$ cat src/agc_pkg.sv
// Package with register map, field layout and reset values of the bank.
package agc_pkg;
	// Printed offsets are word indices; byte address is four times each.
	localparam logic [3:0]  GAIN_IDX       = 4'h4;
	localparam logic [3:0]  RSVD_IDX       = 4'h5;
	localparam logic [3:0]  CFG_IDX        = 4'h6;
	localparam logic [3:0]  THR_IDX        = 4'h7;
	localparam logic [3:0]  IRQ_STAT_IDX   = 4'h8;
	localparam logic [3:0]  IRQ_MASK_IDX   = 4'h9;
	localparam logic [15:0] GAIN_RST       = 16'h0000;
	localparam logic [15:0] RSVD_RST       = 16'h0000;
	localparam logic [15:0] CFG_RST        = 16'h0600;
	localparam logic [15:0] THR_RST        = 16'h0000;
	localparam logic [15:0] GAIN_RW_MASK   = 16'h0777;
	localparam logic [15:0] CFG_RW_MASK    = 16'h1fff;
	localparam int          CH2_GAIN_LSB   = 8;
	localparam int          CH1_GAIN_LSB   = 4;
	localparam int          CH0_GAIN_LSB   = 0;
	localparam int          DLY_LSB        = 9;
	localparam int          CHOP_EN_BIT    = 8;
	localparam int          ALLCH_BIT      = 7;
	localparam int          NUM_LSB        = 4;
	localparam int          LEN_LSB        = 1;
	localparam int          DET_EN_BIT     = 0;
	localparam int          NUM_EVENTS     = 4;
	localparam logic [1:0]  HTRANS_NONSEQ  = 2'h2;
	typedef enum logic [0:0]
	{
		AGC_IDLE = 1'b0,
		AGC_DATA = 1'b1
	} agc_phase_e;
endpackage

$ cat src/agc_decode.sv
// Decoder of configuration codes into gain, delay and length figures.
`timescale 1ns/100ps
module agc_decode
	import agc_pkg::*;
(
	input  wire logic [15:0] i_gain,
	input  wire logic [15:0] i_cfg,
	output logic      [7:0]  o_ch0_gain,
	output logic      [7:0]  o_ch1_gain,
	output logic      [7:0]  o_ch2_gain,
	output logic      [16:0] o_settle_periods,
	output logic      [7:0]  o_exceed_needed,
	output logic      [11:0] o_window_periods
);
	function automatic logic [7:0] pow2_8(input logic [2:0] code);
		pow2_8 = 8'h01 << code;
	endfunction

	function automatic logic [11:0] window_len(input logic [2:0] code);
		case (code)
			3'h0: window_len = 12'h080;
			3'h1: window_len = 12'h100;
			3'h2: window_len = 12'h200;
			3'h3: window_len = 12'h300;
			3'h4: window_len = 12'h500;
			3'h5: window_len = 12'h700;
			3'h6: window_len = 12'ha00;
			default: window_len = 12'he00;
		endcase
	endfunction

	always_comb
	begin
		o_ch2_gain = pow2_8(i_gain[CH2_GAIN_LSB +: 3]);
		o_ch1_gain = pow2_8(i_gain[CH1_GAIN_LSB +: 3]);
		o_ch0_gain = pow2_8(i_gain[CH0_GAIN_LSB +: 3]);
		o_settle_periods = 17'h00002 << i_cfg[DLY_LSB +: 4];
		o_exceed_needed = pow2_8(i_cfg[NUM_LSB +: 3]);
		o_window_periods = window_len(i_cfg[LEN_LSB +: 3]);
	end
endmodule // agc_decode

$ cat src/agc_regs.sv
// AHB-Lite register bank for converter gain, chop and detect settings.
//
// The AHB-Lite interface to the registers was left to the implementer.
`timescale 1ns/100ps
module agc_regs
	import agc_pkg::*;
(
	input  wire logic        i_mclk,
	input  wire logic        i_rst_n,
	input  wire logic        i_hsel,
	input  wire logic [31:0] i_haddr,
	input  wire logic [1:0]  i_htrans,
	input  wire logic        i_hwrite,
	input  wire logic [2:0]  i_hsize,
	input  wire logic [31:0] i_hwdata,
	input  wire logic        i_hready,
	output logic      [31:0] o_hrdata,
	output logic             o_hreadyout,
	output logic             o_hresp,
	output logic      [2:0]  o_ch0_gain_code,
	output logic      [2:0]  o_ch1_gain_code,
	output logic      [2:0]  o_ch2_gain_code,
	output logic      [7:0]  o_ch0_gain,
	output logic      [7:0]  o_ch1_gain,
	output logic      [7:0]  o_ch2_gain,
	output logic      [3:0]  o_chop_settle_delay,
	output logic      [16:0] o_settle_periods,
	output logic             o_chop_enable,
	output logic             o_detect_all_channels,
	output logic      [2:0]  o_detect_exceed_count,
	output logic      [7:0]  o_exceed_needed,
	output logic      [2:0]  o_detect_window_length,
	output logic      [11:0] o_window_periods,
	output logic             o_detect_mode_enable,
	output logic      [15:0] o_detect_threshold_high,
	output logic             o_irq
);
	// Status bits: 0 gain written, 1 config written, 2 threshold written,
	// 3 nonzero data written to the reserved word.
	logic             wr_pend_q;
	logic             wr_pend_d;
	logic      [3:0]  wr_idx_q;
	logic      [3:0]  wr_idx_d;
	logic      [15:0] gain_q;
	logic      [15:0] gain_d;
	logic      [15:0] rsvd_q;
	logic      [15:0] rsvd_d;
	logic      [15:0] cfg_q;
	logic      [15:0] cfg_d;
	logic      [15:0] thr_q;
	logic      [15:0] thr_d;
	logic      [NUM_EVENTS-1:0] stat_q;
	logic      [NUM_EVENTS-1:0] stat_d;
	logic      [NUM_EVENTS-1:0] mask_q;
	logic      [NUM_EVENTS-1:0] mask_d;
	logic      [31:0] rdata_q;
	logic      [31:0] rdata_d;
	logic             irq_q;
	logic             irq_d;
	logic      [7:0]  g0_q;
	logic      [7:0]  g1_q;
	logic      [7:0]  g2_q;
	logic      [16:0] settle_q;
	logic      [7:0]  exceed_q;
	logic      [11:0] win_q;
	logic      [7:0]  g0_w;
	logic      [7:0]  g1_w;
	logic      [7:0]  g2_w;
	logic      [16:0] settle_w;
	logic      [7:0]  exceed_w;
	logic      [11:0] win_w;
	logic             acc;
	logic      [3:0]  a_idx;
	logic      [NUM_EVENTS-1:0] ev;
	logic      [15:0] wd;

	agc_decode u_decode
	(
		.i_gain           (gain_q),
		.i_cfg            (cfg_q),
		.o_ch0_gain       (g0_w),
		.o_ch1_gain       (g1_w),
		.o_ch2_gain       (g2_w),
		.o_settle_periods (settle_w),
		.o_exceed_needed  (exceed_w),
		.o_window_periods (win_w)
	);

	always_comb
	begin
		acc = i_hsel && i_hready && (i_htrans == HTRANS_NONSEQ);
		a_idx = i_haddr[5:2];
		wd = i_hwdata[15:0];
		wr_pend_d = acc && i_hwrite;
		wr_idx_d = acc ? a_idx : wr_idx_q;
		gain_d = gain_q;
		rsvd_d = rsvd_q;
		cfg_d = cfg_q;
		thr_d = thr_q;
		mask_d = mask_q;
		ev = '0;
		if (wr_pend_q)
		begin
			if (wr_idx_q == GAIN_IDX)
			begin
				// Reserved bits are held at zero in case software slips.
				gain_d = wd & GAIN_RW_MASK;
				ev[0] = 1'b1;
			end
			else if (wr_idx_q == RSVD_IDX)
			begin
				rsvd_d = wd;
				ev[3] = (wd != 16'h0000);
			end
			else if (wr_idx_q == CFG_IDX)
			begin
				cfg_d = wd & CFG_RW_MASK;
				ev[1] = 1'b1;
			end
			else if (wr_idx_q == THR_IDX)
			begin
				thr_d = wd;
				ev[2] = 1'b1;
			end
			else if (wr_idx_q == IRQ_MASK_IDX)
			begin
				mask_d = wd[NUM_EVENTS-1:0];
			end
		end
		rdata_d = 32'h00000000;
		stat_d = stat_q;
		if (acc && !i_hwrite)
		begin
			if (a_idx == GAIN_IDX)
				rdata_d = {16'h0000, gain_q};
			else if (a_idx == RSVD_IDX)
				rdata_d = {16'h0000, rsvd_q};
			else if (a_idx == CFG_IDX)
				rdata_d = {16'h0000, cfg_q};
			else if (a_idx == THR_IDX)
				rdata_d = {16'h0000, thr_q};
			else if (a_idx == IRQ_STAT_IDX)
			begin
				rdata_d = {28'h0000000, stat_q};
				stat_d = '0;
			end
			else if (a_idx == IRQ_MASK_IDX)
				rdata_d = {28'h0000000, mask_q};
			else
				rdata_d = 32'h00000000;
		end
		else if (!acc)
			rdata_d = rdata_q;
		// A new event in the clearing cycle survives the read.
		stat_d = stat_d | ev;
		irq_d = |(stat_d & mask_d);
	end

	always_ff @(posedge i_mclk or negedge i_rst_n)
	begin
		if (!i_rst_n)
		begin
			wr_pend_q <= 1'b0;
			wr_idx_q  <= 4'h0;
			gain_q    <= GAIN_RST;
			rsvd_q    <= RSVD_RST;
			cfg_q     <= CFG_RST;
			thr_q     <= THR_RST;
			stat_q    <= '0;
			mask_q    <= '0;
			rdata_q   <= 32'h00000000;
			irq_q     <= 1'b0;
			g0_q      <= 8'h01;
			g1_q      <= 8'h01;
			g2_q      <= 8'h01;
			settle_q  <= 17'h00010;
			exceed_q  <= 8'h01;
			win_q     <= 12'h080;
		end
		else
		begin
			wr_pend_q <= wr_pend_d;
			wr_idx_q  <= wr_idx_d;
			gain_q    <= gain_d;
			rsvd_q    <= rsvd_d;
			cfg_q     <= cfg_d;
			thr_q     <= thr_d;
			stat_q    <= stat_d;
			mask_q    <= mask_d;
			rdata_q   <= rdata_d;
			irq_q     <= irq_d;
			// Decoded figures lag the code by one cycle.
			g0_q      <= g0_w;
			g1_q      <= g1_w;
			g2_q      <= g2_w;
			settle_q  <= settle_w;
			exceed_q  <= exceed_w;
			win_q     <= win_w;
		end
	end

	assign o_hrdata = rdata_q;
	assign o_hreadyout = 1'b1;
	assign o_hresp = 1'b0;
	assign o_ch0_gain_code = gain_q[CH0_GAIN_LSB +: 3];
	assign o_ch1_gain_code = gain_q[CH1_GAIN_LSB +: 3];
	assign o_ch2_gain_code = gain_q[CH2_GAIN_LSB +: 3];
	assign o_ch0_gain = g0_q;
	assign o_ch1_gain = g1_q;
	assign o_ch2_gain = g2_q;
	assign o_chop_settle_delay = cfg_q[DLY_LSB +: 4];
	assign o_settle_periods = settle_q;
	assign o_chop_enable = cfg_q[CHOP_EN_BIT];
	assign o_detect_all_channels = cfg_q[ALLCH_BIT];
	assign o_detect_exceed_count = cfg_q[NUM_LSB +: 3];
	assign o_exceed_needed = exceed_q;
	assign o_detect_window_length = cfg_q[LEN_LSB +: 3];
	assign o_window_periods = win_q;
	assign o_detect_mode_enable = cfg_q[DET_EN_BIT];
	assign o_detect_threshold_high = thr_q;
	assign o_irq = irq_q;
endmodule // agc_regs

$ cat config.mk
export PLATFORM = sky130hd
export DESIGN_NAME = agc_regs
export DESIGN_NICKNAME = d
export VERILOG_FILES = /design/src/agc_pkg.sv /design/src/agc_decode.sv /design/src/agc_regs.sv
export SDC_FILE = /design/constraint.sdc
export NUM_CORES = 1
export LEC_CHECK = 0
export BUFFER_PORTS_ARGS = -buffer_cell sky130_fd_sc_hd__buf_2
export CAP_MARGIN = 20
export CORE_MARGIN = 4
export CORE_UTILIZATION = 49
export CTS_CLUSTER_SIZE = 20
export DETAILED_ROUTE_END_ITERATION = 6
export PLACE_DENSITY = 0.8
export SETUP_SLACK_MARGIN = 0.2
export SYNTH_ARGS = -nofsm -noshare
export SYNTH_HDL_FRONTEND = slang
export SYNTH_SLANG_ARGS = --single-unit
export TNS_END_PERCENT = 30
$ cat constraint.sdc
create_clock -name i_mclk -period 2.3 [get_ports i_mclk]
set_clock_uncertainty 0.1 [all_clocks]
set_input_delay 0.115 -clock i_mclk [delete_from_list [all_inputs] [get_ports i_mclk]]
set_output_delay 0.115 -clock i_mclk [all_outputs]
set_load 0.05 [all_outputs]
==> run summary <==
The routed via count divided by cell count was 5.232; the reported max-cap violation count was 0. The die covers 13260 um^2. The area share of the leading cell type in the synthesized netlist was 0.5738; the count of fill cells added during filler insertion was 854. Of all cell types, the one taking the most synthesized area is dfrtp_1.

The tools report the count of boundary I/O pins as 208. TritonCTS built the clock tree. The critical path arrival is 2130 ps. The part of the cycle the worst path needs works out to 0.8451. The tools report the count of warnings emitted by yosys as 0.

The data required time of the worst path was 2490 ps; the per-instance average area after synthesis was 12.96 um^2. The async set-or-reset flop fraction in the synthesized netlist was 1.000; the headroom to the max-slew limit was 0.6387. The die is 115.1 um wide.

The aggregate negative setup slack is 0 ps, and the number of buffers inserted by port buffering is 134. STA classifies the critical path endpoint as a flip-flop. The logs give 0.003693 uW for the reported leakage power and 0 for the post-detailed-route DRC marker count. The source-to-sink clock delay at the later pin of the worst-skew pair was 410 ps.

The logs give 434 for the cell count after synthesis and 0.2137 for the total global routing track utilization. Yosys mapped a number of flops with a built-in enable equal to 0. The number of buffers and inverters on the critical path is 2. In the post-synthesis netlist, the biggest area contributors are dfrtp_1 (57%), mux2_2 (13%), dfstp_2 (3.7%). Entering global routing, the biggest net connects 61 pins.

The setup path with the least slack is of type in -> reg. The logs give 5625 um^2 for the total standard cell area after synthesis and 0.6112 for the portion of the post-synthesis area used by sequential elements. After synthesis, the most frequently instantiated cells are dfrtp_1 (129), mux2_2 (64), buf_4 (27), nand2_1 (27). The highest achievable clock rate is 0.5145 GHz.

In this run, synthesis produced a sequential element count of 137. The logs give 0.6517 for the post-route core utilization and 0 for the number of pins with negative max-slew slack in the final report. The root buffer cell was clkbuf_16. The critical path launch point type is an input pin. Dividing total power by cell area gives a power density of 910.8 nW/um^2. The number of hold violations in the final report was 0. At the end of the flow, the number of nets in the layout was 663. For this run, the leading register cell type out of synthesis is dfrtp_1. Slowest cell on the critical path: dlygate4sd3_1. For this design, the sink count on the clock tree is 137. The critical path goes through dlygate4sd3_1 -> buf_2 -> nor4_1 -> nand4_1 -> a22o_4 -> a2bb2o_4 -> a221o_1.

After clock tree synthesis, the clock-pin slew on the worst setup and hold paths is 60 ps. The flow ran to the end, and the final reports show no timing, DRC or antenna violations. The final layout contains routed wiring with a total length of 13380 um. The die is 115.1 um tall. The final setup violation count is 0, and the proportion of layout cells with a drive suffix above 1 is 0.4302. For the standard-cell row count, the log shows 38. For the first-pass detailed-route iteration total, the log shows 4. The via count of the first global-routing pass was 4124. At the pin with the least slew margin, the transition time is 542.0 ps.

Peak fanout along the critical path: 6. The number of antenna diodes in the final layout is 0. In the final routed layout, each cell accounts on average for 18.03 um. At the end of routability-driven placement, the weighted congestion stood at 0.8197. The synthesis-to-layout area growth came out at 27.78%.

The remaining global-route overflow is 0, and the number of H-tree levels is 4. For this run, the slowest stage of the critical path takes 540 ps. For this block, the via count after detailed routing is 3882. The most frequently used cell type in the post-synthesis netlist was dfrtp_1. Setup repair after global routing left no endpoint under its margin. The number of distinct library cell variants in the gate-level netlist after synthesis was 44. The clock period could shrink to 1944 ps. Gate family responsible for the most delay along the worst path: buffers and inverters.

The tools report the initial antenna violation count as 0. For the half-perimeter wire length of the detailed placement result, the log shows 9346 um. The logs give 2 for the maximum buffer depth of the clock tree and 11030 um^2 for the area inside the core boundary.

The detail route stage leaves a number of antenna-violating nets equal to 0. In this run, the number of DRC markers left after iteration 0 of detailed routing was 228. The first global-routing pass estimated 21560 um of wire. After layout, the design draws a total of 6547 uW.

Class of the most critical hold timing path: in -> reg. The logs give 0.5100 for the starting density of the core and 0.0006764 V for the worst ir drop on vdd. The total CTS buffers is 17.
per-stage QoR:
stage | cell area (um^2) | instances | hold WS, ps | setup slack [ps]
floorplan | 5715 | 458 | -280.6 | 314.2
global placement | 6357 | 689 | 6.833 | 209.1
detailed placement | 6357 | 689 | 18.14 | 186.0
CTS | 7184 | 742 | 72.13 | 350.7
global route | 7188 | 742 | 97.43 | 221.2
finish | 7188 | 742 | 90.52 | 356.2
per-layer routing:
| metal | track usage | vias up | wire, um |
|---|---|---|---|
| met4 | 0.08607 | 0 | 330 |
| li1 | - | 1781 | - |
| met5 | 0 | - | 0 |
| met3 | 0.05737 | 22 | 941 |
| met2 | 0.3422 | 144 | 6625 |
| met1 | 0.2781 | 1935 | 5482 |
worst min-delay path: stages:
cell	delay, ps
buf_2	140
or4_4	170
nand2_1	50
nand2_1	80
where the power goes:
part	switching (uW)	internal (uW)	total, uW
sequential	143	2590	2730
clock	957	1840	2800
combinational	740	276	1020
total	1840	4710	6550
layout by cell type, fill, tap and decap left out, types with 12 or more instances in the layout:
| cell type | instances |
|---|---|
| mux2i_1 | 18 |
| buf_2 | 133 |
| mux2_2 | 64 |
| dfrtp_1 | 129 |
| nor2_1 | 24 |
| nor3b_1 | 12 |
| dlygate4sd3_1 | 21 |
| conb_1 | 26 |
| o21ai_0 | 16 |
| clkbuf_16 | 17 |
| nand2_1 | 27 |
state kept, by name (all words and copies together) (netlist names), 9 cells and up:
| name | cells |
|---|---|
| gain_q | 9 |
| rsvd_q | 16 |
| o_detect_threshold_high | 16 |
| cfg_q | 13 |
| o_hrdata | 16 |
| o_settle_periods | 16 |
layout make-up:
| class | instances | area [um^2] | share of cell area |
|---|---|---|---|
| Inverter | 4 | 15.01 | 0.002089 |
| Tap cell | 140 | 175.2 | 0.02437 |
| Timing Repair Buffer | 166 | 982.2 | 0.1366 |
| Clock buffer | 24 | 501.7 | 0.06980 |
| Multi-Input combinational cell | 263 | 1961 | 0.2728 |
| Sequential cell | 137 | 3438 | 0.4783 |
| Clock inverter | 8 | 115.1 | 0.01601 |
cell families after synthesis:
| family | Yosys count | share of synthesized area |
|---|---|---|
| flops | 137 | 0.6112 |
| buf+inv | 58 | 0.05694 |
| other cells | 2 | 0.001335 |
| mux | 83 | 0.1619 |
| simple gates | 111 | 0.1157 |
| compound gates | 43 | 0.05294 |
final timing paths:
path | startpoint | endpoint | slack, ps | cells past startpoint
worst max-delay path | i_hwdata[2] | o_irq | 360 | 7
worst min-delay path | i_haddr[2] | stat_q[1] | 90 | 4
worst max register to register | wr_idx_q[1] | o_irq | 360 | 5
worst min register to register | o_hrdata[9] | o_hrdata[9] | 370 | 2
max in group asynchronous | i_rst_n | cfg_q[10] | 1180 | 3
min in group asynchronous | i_rst_n | o_ch0_gain[6] | 140 | 2
what timing repair did:
action                                  CTS  global route
endpoints found under the hold margin   119             0
setup buffers                             0             0
endpoints found under the setup margin    0             1
resized for setup                         0             1
hold buffers                             21             0
(Power assumes the default switching activity.)
